===== src/rtl/fault_sup_pkg.sv =====
/*
  Constants for the LED driver fault supervisor: register map, field
  positions, reset values, clear-interval counts and controller states.
  Assumes a 32-bit APB bus with word-aligned registers.
*/
package fault_sup_pkg;
  localparam logic [7:0]  CTRL_OFFSET      = 8'h00;
  localparam logic [7:0]  STATUS_OFFSET    = 8'h04;
  localparam logic [7:0]  IRQ_STAT_OFFSET  = 8'h08;
  localparam logic [7:0]  IRQ_MASK_OFFSET  = 8'h0c;
  localparam logic [7:0]  DETECT_OFFSET    = 8'h10;

  // Control register fields and register reset values
  localparam int          CTRL_LOWFREQ_BIT = 0;
  localparam logic [31:0] CTRL_RESET_VALUE = 32'h0000_0000;
  localparam logic [7:0]  MASK_RESET_VALUE = 8'h00;

  // Interrupt/status event bits
  localparam int EV_LATCH     = 0;
  localparam int EV_CLEARED   = 1;
  localparam int EV_AUTO      = 2;
  localparam int EV_PSHORT    = 3;
  localparam int EV_SUPPLY_UNDERVOLTAGE_LOCKOUT      = 4;
  localparam int EV_WIDTH     = 5;

  localparam int          NUM_STRINGS      = 4;
  // Clear interval in switching-clock cycles, strictly more than this
  localparam logic [15:0] CLEAR_CYCLES_STD = 16'h8000;
  localparam logic [15:0] CLEAR_CYCLES_LOW = 16'h2000;

  typedef enum logic [1:0] {
    ST_OFF     = 2'b00,
    ST_RUN     = 2'b01,
    ST_LATCHED = 2'b10
  } sup_state_t;
endpackage : fault_sup_pkg


===== src/rtl/sup_if.sv =====
/*
  Interface carrying the clear-timer request and result between the
  supervisor and its clear timer. Assumes one clock domain.
*/
`timescale 1ns/1ps
`default_nettype none
interface sup_if;
  logic       en_low;
  logic       dim_low;
  logic       low_freq;
  logic       sw_tick;
  logic       clear_done;
  modport sup   (output en_low, output dim_low, output low_freq, output sw_tick, input clear_done);
  modport timer (input en_low, input dim_low, input low_freq, input sw_tick, output clear_done);
endinterface : sup_if
`default_nettype wire


===== src/rtl/clear_timer.sv =====
/*
  Clear-interval timer: counts switching-clock cycles of a held clearing
  condition. Assumes sw_tick is a one-cycle pulse in the pclk domain.
*/
`timescale 1ns/1ps
`default_nettype none
module clear_timer
  import fault_sup_pkg::*;
(
  input  wire logic pclk,
  input  wire logic presetn,
  sup_if.timer      bus
);
  logic [16:0] cnt_reg;
  logic [16:0] cnt_next;
  logic        done_reg;
  logic        done_next;
  logic [16:0] limit;

  always_comb begin
    // The shorter low-freq interval applies to the dim-low method only; enable-low always waits the full one
    limit     = (bus.low_freq && bus.dim_low) ? {1'b0, CLEAR_CYCLES_LOW} : {1'b0, CLEAR_CYCLES_STD};
    cnt_next  = cnt_reg;
    done_next = 1'b0;
    if (!(bus.en_low || bus.dim_low)) begin
      cnt_next = 17'h0_0000;
    end else if (bus.sw_tick && cnt_reg <= limit) begin
      cnt_next = cnt_reg + 17'h0_0001;
      // Strictly more than the interval: fires once when it passes the limit
      done_next = (cnt_reg == limit);
    end
  end

  always_ff @(posedge pclk or negedge presetn) begin
    if (!presetn) begin
      cnt_reg  <= 17'h0_0000;
      done_reg <= 1'b0;
    end else begin
      cnt_reg  <= cnt_next;
      done_reg <= done_next;
    end
  end

  assign bus.clear_done = done_reg;
endmodule : clear_timer
`default_nettype wire


===== src/rtl/fault_supervisor.sv =====
/*
  Fault supervision and recovery for a boost LED driver: fault inputs in,
  boost, disconnect and sink enables plus fault flag out, APB registers.
  Assumes fault detections and host inputs are synchronous to pclk and
  sw_tick marks each cycle of the internal switching clock.
*/
`timescale 1ns/1ps
`default_nettype none
module fault_supervisor
  import fault_sup_pkg::*;
(
  input  wire logic                   pclk,
  input  wire logic                   presetn,
  input  wire logic                   psel,
  input  wire logic                   penable,
  input  wire logic                   pwrite,
  input  wire logic [7:0]             paddr,
  input  wire logic [31:0]            pwdata,
  output logic      [31:0]            prdata,
  output logic                        pready,
  output logic                        pslverr,
  input  wire logic                   enable_in,
  input  wire logic                   dim_in,
  input  wire logic                   sw_tick,
  input  wire logic                   current_set_pin_short,
  input  wire logic                   freq_set_sync_pin_short,
  input  wire logic                   overvoltage_sense_trip,
  input  wire logic                   overvoltage_release,
  input  wire logic                   boost_output_undervoltage,
  input  wire logic [NUM_STRINGS-1:0] led_short_threshold_above,
  input  wire logic [NUM_STRINGS-1:0] led_sink_regulating,
  input  wire logic [NUM_STRINGS-1:0] led_pin_low,
  input  wire logic                   over_temp,
  input  wire logic                   thermal_hysteresis_clear,
  input  wire logic                   supply_undervoltage_lockout,
  input  wire logic                   disconnect_overcurrent,
  input  wire logic                   boost_switch_node_overcurrent,
  input  wire logic                   boost_switch_node_overvoltage,
  output logic                        boost_enable,
  output logic                        disconnect_enable,
  output logic      [NUM_STRINGS-1:0] sink_enable,
  output logic                        soft_start,
  output logic                        switching_clock_out,
  output logic                        fault_n,
  output logic                        irq
);
  sup_if ctl ();

  sup_state_t              state_reg, state_next;
  logic                    ot_reg, ot_next;
  logic                    ovp_reg, ovp_next;
  logic [NUM_STRINGS-1:0]  dis_reg, dis_next;
  logic                    dim_d_reg;
  logic                    boost_reg, boost_next;
  logic                    disc_reg, disc_next;
  logic [NUM_STRINGS-1:0]  sink_reg, sink_next;
  logic                    ss_reg, ss_next;
  logic                    clk_reg, clk_next;
  logic                    fault_n_reg, fault_n_next;
  logic                    fs_seen_reg, fs_seen_next;
  logic [31:0]             ctrl_reg, ctrl_next;
  logic [EV_WIDTH-1:0]     ist_reg, ist_next;
  logic [EV_WIDTH-1:0]     imask_reg, imask_next;
  logic [31:0]             prdata_next;
  logic                    pready_next, pslverr_next, irq_next;
  logic                    latch_fault, auto_fault, dim_rise;
  logic [EV_WIDTH-1:0]     events;
  logic                    wr, rd, known;

  function automatic logic addr_hit(input logic [7:0] a, input logic [7:0] off);
    addr_hit = (a == off);
  endfunction : addr_hit

  assign ctl.en_low   = ~enable_in && state_reg == ST_LATCHED;
  assign ctl.dim_low  = enable_in && ~dim_in && state_reg == ST_LATCHED;
  assign ctl.low_freq = ctrl_reg[CTRL_LOWFREQ_BIT];
  assign ctl.sw_tick  = sw_tick;

  clear_timer u_clear_timer (
    .pclk    (pclk),
    .presetn (presetn),
    .bus     (ctl)
  );

  always_comb begin
    latch_fault = disconnect_overcurrent | boost_switch_node_overcurrent
                  | boost_switch_node_overvoltage;
    dim_rise    = dim_in & ~dim_d_reg;
    // Overtemp holds until the hysteresis point is passed
    ot_next     = over_temp ? 1'b1 : (thermal_hysteresis_clear ? 1'b0 : ot_reg);
    ovp_next    = overvoltage_sense_trip ? 1'b1 : (overvoltage_release ? 1'b0 : ovp_reg);
    auto_fault  = freq_set_sync_pin_short | boost_output_undervoltage | ot_reg;
    state_next  = state_reg;
    // Priority: lockout forces ST_OFF, a clear beats a held latching fault
    if (supply_undervoltage_lockout) begin
      state_next = ST_OFF;
    end else begin
      case (state_reg)
        ST_OFF: begin
          if (latch_fault) begin
            state_next = ST_LATCHED;
          end else if (enable_in && dim_in) begin
            state_next = ST_RUN;
          end
        end
        ST_RUN: begin
          if (latch_fault) begin
            state_next = ST_LATCHED;
          end else if (!enable_in) begin
            state_next = ST_OFF;
          end
        end
        ST_LATCHED: begin
          // A still-present fault re-latches the cycle after the clear
          if (ctl.clear_done) begin
            state_next = ST_OFF;
          end
        end
        default: state_next = ST_OFF;
      endcase
    end
  end

  always_comb begin
    dis_next = dis_reg;
    for (int i = 0; i < NUM_STRINGS; i++) begin
      if (led_short_threshold_above[i] && led_sink_regulating[i] && |(led_pin_low & ~(4'b0001 << i))) begin
        dis_next[i] = 1'b1;
      end else if (!led_short_threshold_above[i] || dim_rise) begin
        dis_next[i] = 1'b0;
      end
    end
    if (state_reg != ST_RUN) begin
      dis_next = '0;
    end
  end

  always_comb begin
    boost_next   = 1'b0;
    disc_next    = 1'b0;
    sink_next    = '0;
    fault_n_next = 1'b1;
    fs_seen_next = fs_seen_reg | freq_set_sync_pin_short;
    ss_next      = 1'b0;
    clk_next     = clk_reg;
    if (sw_tick && !supply_undervoltage_lockout) begin
      clk_next = ~clk_reg;
    end
    if (supply_undervoltage_lockout) begin
      clk_next = 1'b0;
    end else if (state_next == ST_LATCHED) begin
      fault_n_next = 1'b0;
    end else if (state_next == ST_RUN) begin
      disc_next  = 1'b1;
      boost_next = 1'b1;
      sink_next  = {NUM_STRINGS{dim_in}} & ~dis_next;
      if (current_set_pin_short) begin
        boost_next = 1'b0;
        sink_next  = '0;
      end
      if (ovp_next) begin
        boost_next = 1'b0;
      end
      if (boost_output_undervoltage) begin
        boost_next   = 1'b0;
        sink_next    = '0;
        fault_n_next = 1'b0;
      end
      if (freq_set_sync_pin_short || ot_next) begin
        boost_next   = 1'b0;
        disc_next    = 1'b0;
        sink_next    = '0;
        fault_n_next = 1'b0;
      end
      if (!auto_fault && fs_seen_reg) begin
        ss_next      = 1'b1;
        fs_seen_next = 1'b0;
      end
    end
  end

  always_comb begin
    wr     = psel & penable & pwrite;
    rd     = psel & penable & ~pwrite;
    known  = addr_hit(paddr, CTRL_OFFSET) | addr_hit(paddr, STATUS_OFFSET) | addr_hit(paddr, IRQ_STAT_OFFSET)
             | addr_hit(paddr, IRQ_MASK_OFFSET) | addr_hit(paddr, DETECT_OFFSET);
    events = '0;
    events[EV_LATCH]   = (state_next == ST_LATCHED) && (state_reg != ST_LATCHED);
    events[EV_CLEARED] = ctl.clear_done;
    events[EV_AUTO]    = auto_fault | current_set_pin_short;
    events[EV_PSHORT]  = |(dis_next & ~dis_reg);
    events[EV_SUPPLY_UNDERVOLTAGE_LOCKOUT]    = supply_undervoltage_lockout;
    ctrl_next    = ctrl_reg;
    imask_next   = imask_reg;
    ist_next     = ist_reg;
    prdata_next  = 32'h0000_0000;
    pready_next  = psel & ~penable;
    pslverr_next = 1'b0;
    if (wr && pready_reg_q()) begin
      if (addr_hit(paddr, CTRL_OFFSET)) begin
        ctrl_next = {31'h0000_0000, pwdata[CTRL_LOWFREQ_BIT]};
      end
      if (addr_hit(paddr, IRQ_MASK_OFFSET)) begin
        imask_next = pwdata[EV_WIDTH-1:0];
      end
    end
    if (psel && !penable) begin
      pslverr_next = ~known;
      if (!pwrite) begin
        case (paddr)
          CTRL_OFFSET:     prdata_next = ctrl_reg;
          STATUS_OFFSET:   prdata_next = {24'h00_0000, dis_reg, fault_n_reg, ctl.clear_done, state_reg};
          IRQ_STAT_OFFSET: prdata_next = {27'h000_0000, ist_reg};
          IRQ_MASK_OFFSET: prdata_next = {27'h000_0000, imask_reg};
          DETECT_OFFSET:   prdata_next = {29'h0000_0000, latch_fault, auto_fault, ovp_reg};
          default:         prdata_next = 32'h0000_0000;
        endcase
      end
    end
    // Read clears, but an event in the same cycle survives
    if (rd && pready && addr_hit(paddr, IRQ_STAT_OFFSET)) begin
      ist_next = '0;
    end
    ist_next = ist_next | events;
    irq_next = |(ist_next & imask_next);
  end

  function automatic logic pready_reg_q();
    pready_reg_q = pready;
  endfunction : pready_reg_q

  always_ff @(posedge pclk or negedge presetn) begin
    if (!presetn) begin
      state_reg   <= ST_OFF;
      ot_reg      <= 1'b0;
      ovp_reg     <= 1'b0;
      dis_reg     <= '0;
      dim_d_reg   <= 1'b0;
      boost_reg   <= 1'b0;
      disc_reg    <= 1'b0;
      sink_reg    <= '0;
      ss_reg      <= 1'b0;
      clk_reg     <= 1'b0;
      fault_n_reg <= 1'b1;
      fs_seen_reg <= 1'b0;
      ctrl_reg    <= CTRL_RESET_VALUE;
      ist_reg     <= '0;
      imask_reg   <= MASK_RESET_VALUE[EV_WIDTH-1:0];
      prdata      <= 32'h0000_0000;
      pready      <= 1'b0;
      pslverr     <= 1'b0;
      irq         <= 1'b0;
    end else begin
      state_reg   <= state_next;
      ot_reg      <= ot_next;
      ovp_reg     <= ovp_next;
      dis_reg     <= dis_next;
      dim_d_reg   <= dim_in;
      boost_reg   <= boost_next;
      disc_reg    <= disc_next;
      sink_reg    <= sink_next;
      ss_reg      <= ss_next;
      clk_reg     <= clk_next;
      fault_n_reg <= fault_n_next;
      fs_seen_reg <= fs_seen_next;
      ctrl_reg    <= ctrl_next;
      ist_reg     <= ist_next;
      imask_reg   <= imask_next;
      prdata      <= prdata_next;
      pready      <= pready_next;
      pslverr     <= pslverr_next;
      irq         <= irq_next;
    end
  end

  assign boost_enable        = boost_reg;
  assign disconnect_enable   = disc_reg;
  assign sink_enable         = sink_reg;
  assign soft_start          = ss_reg;
  assign switching_clock_out = clk_reg;
  assign fault_n             = fault_n_reg;
endmodule : fault_supervisor
`default_nettype wire


===== config.mk =====
export PLATFORM = sky130hd
export DESIGN_NAME = fault_supervisor
export DESIGN_NICKNAME = d
export VERILOG_FILES = /design/src/rtl/fault_sup_pkg.sv /design/src/rtl/sup_if.sv /design/src/rtl/clear_timer.sv /design/src/rtl/fault_supervisor.sv
export SDC_FILE = /design/constraint.sdc
export NUM_CORES = 1
export LEC_CHECK = 0
export ABC_AREA = 1
export BUFFER_PORTS_ARGS = -buffer_cell sky130_fd_sc_hd__buf_2
export CAP_MARGIN = 20
export CORE_UTILIZATION = 46
export DETAILED_ROUTE_END_ITERATION = 8
export PLACE_DENSITY = 0.89
export SYNTH_ARGS = -nofsm -noshare
export SYNTH_HDL_FRONTEND = slang
export SYNTH_SLANG_ARGS = --single-unit

===== constraint.sdc =====
create_clock -name pclk -period 1.7 [get_ports pclk]
set_input_delay 0.255 -clock pclk [delete_from_list [all_inputs] [get_ports pclk]]
set_output_delay 0.255 -clock pclk [all_outputs]
set_load 0.02 [all_outputs]

==> metrics.txt, run 1 <==
slowest stage delay, CP=0.38 ns; Post-synth EDFFs=0; Die Area=7550 µm²; endpoints failing setup=0; Final Hold Fails=0; vias=3087; vias in the first global route=2946; Core ar.=6870 µm²; fin crit period=1.69 ns; # diodes=0; WL final=8.09 mm; Root Driver=clkbuf_8; Worst Setup End Kind=flip-flop; setup_tns=0 ns; Synth-to-Final Area Change=23.1%; Worst Setup SP=state_reg[0]; worst skew pair latency=0.34 ns; Most Used Layer, Global Route=met2; post-synth cell types=31; buffer depth of the longest clock path=2; Remaining DRCs=0; Hold Crit Start=penable; CTS buffer count=9; Max-Cap Viols=0; commonest non-fill, non-tap cell in the layout=nand2_1; die height=86.9 µm; initial DRC count=194; Layout fillers=579; Routed Antenna Nets=0; CP Launch Type=flip-flop; largest net degree at the start of global routing=23; Finished Layout Cells=628; synthesized flop and latch total=59; max reg flops=17; gr ovfl total=0; highest-delay cell along the critical path=dfrtp_1; critical path arrival=1.95 ns; commonest cells after routing, fill and taps aside=118 x nand2_1, 64 x inv_1, 63 x buf_2; clock skew=0.00839 ns; fin crit share=99.4%; grt met2 use=39.3%; first-pass GRT wire length=12.6 mm; worst setup path class=flip-flop to flip-flop; FMAX=592 MHz; GR Layer Usage met3=5.21%; CTS H-tree depth=3; drt pass-1 iters=5; Clock Sinks=59; Most used DFF post-synth=dfrtp_1; sequential fraction of the synthesis area=44.6%; CTS tree=built; Tightest Hold Check Type=input port to flip-flop; via density per instance=4.92; RSZ-0062 raised after global routing=yes; FP Rows=30; Required @ worst endpoint=1.96 ns; synth warn=0; post-layout util=59.4%; initial antenna violation count=0; GP Congestion=0.886; Peak VDD IR=387 µV; Avg WL per Cell=12.9 µm; Leakage Power=2.23 nW; placed cells=607; nets@finish=602; FF-to-FF Start=state_reg[0]; met1 GRT Util=24.8%; Die Width=86.9 µm; Port Buffers=63; Post-Synthesis Cell Area=3320 µm²; crit-path cells=inv_2 -> nand2_4 -> nor2_4 -> ha_4 -> a21oi_2 -> nand3_2 -> nand3_4 -> buf_6 -> nand2_1 -> o21ai_1; Initial Util=48.3%; max-slew violations=0; clock slew at reported path FFs=0.07 ns; Crit Path Max Fanout=8; status=finished clean; PwrDens=736 nW/µm²; Gate Count Post-Synth=439; gr usage total=22.0%; HPWL Detailed=5.98 mm; synthesized area per cell=7.55 µm²; share of cells above drive strength 1=23.7%; asr flop ratio synth=100%; I/O pin cnt=115
-- critical path, delay by kind of cell, from the launching register on --
kind                       cells  cell delay, ns
and+or+nand+nor                5            0.53
buffers and inverters          2            0.23
AOI/OAI and AO/OA              2            0.24
DFF                            1            0.38
adders and majority gates      1            0.23
-- through the flow --
step | hold slack (ns) | instance area (µm²) | total power [mW] | setup slack (ns)
finish | 0.100 | 4080 | 3.00 | 0.0101
global route | 0.0980 | 4080 | 3.12 | -0.0507
CTS | 0.0834 | 4000 | 3.02 | 0.00214
global placement | 0.229 | 3750 | 1.75 | -0.0193
detailed placement | 0.233 | 3750 | 1.76 | -0.0700
floorplan | -0.0406 | 3400 | 1.66 | 0.109
-- report_power, final --
group	total (mW)	internal, mW	switching (mW)
Sequential	1.44	1.43	0.0118
Clock	1.25	0.714	0.538
Combinational	0.314	0.102	0.212
-- cells in the mapped netlist, drive strengths merged (2+ instances only) --
cell type | count | share of area [%]
nand4 | 17 | 3.2
and2 | 2 | 0.38
and3 | 3 | 0.57
a21oi | 10 | 1.6
nor3 | 9 | 1.8
xor2 | 5 | 1.3
a31oi | 3 | 0.57
nand3 | 41 | 6.6
ha | 4 | 1.5
inv | 68 | 7.7
nand2 | 122 | 14
o21bai | 3 | 0.68
dfrtp | 58 | 44
nor2 | 47 | 6.2
o21ai | 14 | 2.1
buf | 28 | 6.3
-- worst paths after layout --
kind                            cells past startpoint                       end  slack [ns]
worst max-delay path                               10  u_clear_timer.cnt_reg[8]        0.01
worst min-delay path                                2                    pready        0.10
worst max register to register                     10  u_clear_timer.cnt_reg[8]        0.01
worst min register to register                      1       switching_clock_out        0.48
max in group asynchronous                           3                dis_reg[0]        0.75
min in group asynchronous                           2                 prdata[0]        0.40
-- kinds of logic (layout without fill, tap and decap cells) --
group	count (synthesis)	count (layout)	synth area share, %
buf+inv	96	166	14.0
other cells	1	24	0.113
flops	59	59	44.6
compound gates	30	30	4.98
simple gates	243	243	33.3
fa+ha+maj	4	4	1.51
xor+xnor	6	6	1.58
-- layer usage --
metal  share of wire (%)  routed length [µm]
met4                 2.4                 191
met5                   0                   0
met1                  38                3100
met3                 6.7                 542
met2                  53                4260
-- timing repair --
action,4_1_cts,5_1_grt
pin swaps,6,4
buffers inserted,2,2
resized for setup,10,12
setup endpoints to repair,17,20
cloned,0,0
hold endpoints to repair,17,0
hold buffers,1,0
-- layout make-up --
| class | instances | area [µm²] | share of cell area, % |
|---|---|---|---|
| inverters | 68 | 258 | 6.31 |
| clock inverters | 3 | 40.0 | 0.981 |
| well taps | 96 | 120 | 2.94 |
| multi-input cells | 307 | 1560 | 38.2 |
| flip-flops and latches | 59 | 1480 | 36.2 |
| repair buffers | 82 | 477 | 11.7 |
| clock buffers | 13 | 149 | 3.65 |
Note: power is estimated with default switching activity, not from simulation.
==> inputs of run 2 (changes only) <==
--- a/config.mk
+++ b/config.mk
@@ -8,8 +8,10 @@
 export ABC_AREA = 1
 export BUFFER_PORTS_ARGS = -buffer_cell sky130_fd_sc_hd__buf_2
 export CAP_MARGIN = 20
+export CORE_ASPECT_RATIO = 0.6
 export CORE_UTILIZATION = 46
 export DETAILED_ROUTE_END_ITERATION = 8
+export GPL_TIMING_DRIVEN = 0
 export PLACE_DENSITY = 0.89
 export SYNTH_ARGS = -nofsm -noshare
 export SYNTH_HDL_FRONTEND = slang
==> run 2 against run 1 <==
  * The run now ends with DRC, setup timing left
  * Utilization up 4.7 points
  * Via count up 8.5%
  * Non-clock buffer count increased by 22
  * Final area increased by 7.1%
  * Clock power is 42% higher
  * Maximum frequency down 6.8%
  * First-iteration DRC count up 85%
  * Power rose by 20%
  * Clock-buffer cell count fell by 2
  * Critical endpoint is now u_clear_timer.cnt_reg[5]
  * Largest cell class unchanged
==> metrics.txt, run 2 (synthesis gave the netlist of run 1 again) <==
status=finished with violations (was finished clean); failing checks=DRC, setup timing; GP Congestion=0.944 (was 0.886); die height=67.8 µm (was 86.9 µm); gr ovfl total=0 (unchanged); RSZ-0062 raised after global routing=yes (unchanged); Required @ worst endpoint=1.96 ns (about the same); FP Rows=23 (was 30); CTS H-tree depth=3 (unchanged); commonest cells after routing, fill and taps aside=117 x nand2_1, 64 x inv_1, 64 x buf_2 (was 118 x nand2_1, 64 x inv_1, 63 x buf_2); Routed Antenna Nets=0 (unchanged); via density per instance=5.22 (was 4.92); vias=3349 (was 3087); initial antenna violation count=0 (unchanged); buffer depth of the longest clock path=2 (unchanged); Clock Sinks=59 (unchanged); max reg flops=17 (unchanged); initial DRC count=359 (was 194); HPWL Detailed=6.41 mm (was 5.98 mm); clock skew=0.00762 ns (was 0.00839 ns); worst skew pair latency=0.33 ns (was 0.34 ns); # diodes=0 (unchanged); gr usage total=23.6% (was 22.0%); Max-Cap Viols=0 (unchanged); CTS buffer count=9 (unchanged); critical path arrival=2.08 ns (was 1.95 ns); first-pass GRT wire length=13.5 mm (was 12.6 mm); Final Hold Fails=0 (unchanged); Die Width=112 µm (was 86.9 µm); Remaining DRCs=7 (was 0); Initial Util=48.6% (was 48.3%); Worst Setup End Kind=flip-flop (unchanged); FMAX=552 MHz (was 592 MHz); drt pass-1 iters=7 (was 5); commonest non-fill, non-tap cell in the layout=nand2_1 (unchanged); max-slew violations=0 (unchanged); largest net degree at the start of global routing=42 (was 23); fin crit share=107% (was 99.4%); vias in the first global route=2803 (was 2946); clock slew at reported path FFs=0.05 ns (was 0.07 ns); Port Buffers=63 (unchanged); final hold slack=0.105 ns (was 0.100 ns); Die Area=7560 µm² (was 7550 µm²); Leakage Power=2.42 nW (was 2.23 nW); Crit Path Max Fanout=6 (was 8); Tightest Hold Check Type=input port to flip-flop (unchanged); Core ar.=6820 µm² (was 6870 µm²); Peak VDD IR=424 µV (was 387 µV); I/O pin cnt=115 (unchanged); Layout fillers=527 (was 579); PwrDens=823 nW/µm² (was 736 nW/µm²); worst setup path class=flip-flop to flip-flop (unchanged); CTS tree=built (unchanged); WL final=9.34 mm (was 8.09 mm); fin crit period=1.81 ns (was 1.69 ns); endpoints failing setup=18 (was 0); share of cells above drive strength 1=27.3% (was 23.7%); nets@finish=624 (was 602); post-route cell area=4370 µm² (was 4080 µm²); worst setup margin=-0.113 ns (was 0.0101 ns); CP Launch Type=flip-flop (unchanged); Root Driver=clkbuf_16 (was clkbuf_8); Synth-to-Final Area Change=31.9% (was 23.1%); Avg WL per Cell=14.6 µm (was 12.9 µm); placed cell areas=3850 µm² (was 3750 µm²)
## run 2: cell type report
cell class	instances	area, µm²	share of cell area (%)
sequential	59	1480	33.8
inverter	68	258	5.89
tap	87	109	2.49
timing repair buffer	76	449	10.3
clock inverter	5	52.6	1.20
clock buffer	11	243	5.55
multi-input combinational	307	1570	35.8
buffer	28	219	5.01
## run 2: metal layers
layer | global-route usage [%] | part of all wire (%) | wire [µm] | vias up
met5 | 0 | 0 | 0 | -
met4 | 8.78 | 3.2 | 295 | 0
met3 | 5.30 | 9.9 | 925 | 34
met2 | 36.6 | 45 | 4160 | 213
met1 | 32.7 | 42 | 3960 | 1538
li1 | - | - | - | 1564
## run 2: worst max-delay path, stage by stage, from the launching register on
cell	delay [ns]
dfrtp_1	0.39
inv_2	0.12
nand2_4	0.08
nor2_4	0.15
ha_4	0.17
nand3_2	0.10
nor2_4	0.15
nand3_4	0.13
nand2_4	0.14
buf_6	0.14
nand4_1	0.09
nand2_1	0.08
## run 2: path summary, 6_finish.rpt
check	to	start	depth (start not counted)	slack, ns
setup / recovery	u_clear_timer.cnt_reg[5]	state_reg[0]	11	-0.11
hold / removal	dim_d_reg	dim_in	1	0.10
setup reg to reg	u_clear_timer.cnt_reg[5]	state_reg[0]	11	-0.11
hold reg to reg	switching_clock_out	switching_clock_out	1	0.46
max in group asynchronous	fault_n	presetn	3	0.66
min in group asynchronous	u_clear_timer.cnt_reg[8]	presetn	2	0.41
## run 2: power breakdown
part	internal (mW)	total (mW)	switching (mW)
Sequential	1.43	1.44	0.0118
Clock	1.16	1.78	0.619
Combinational	0.141	0.374	0.234
Total	2.73	3.60	0.864
## run 2: stage by stage
stage                     total power [mW]  utilization (%)  setup slack, ns  std cells  setup TNS (ns)
after floorplan                       1.66                -            0.109        462               0
after global placement                1.78             56.1          -0.0719        612          -0.740
after detailed placement              1.79             56.4           -0.132        613           -1.75
after CTS                             3.59             61.7         -0.00172        633        -0.00172
after global routing                  3.70             64.1           -0.182        641           -2.58
final                                 3.60             64.1           -0.113        641           -1.35
## run 2: repair_timing
action                                  in CTS  in global routing
buffers inserted                             2                  7
pin swaps                                    6                  7
hold endpoints to repair                    18                  0
cloned                                       1                  1
endpoints found under the setup margin      16                 20
gates resized for setup                     10                 18
hold buffers                                 1                  0
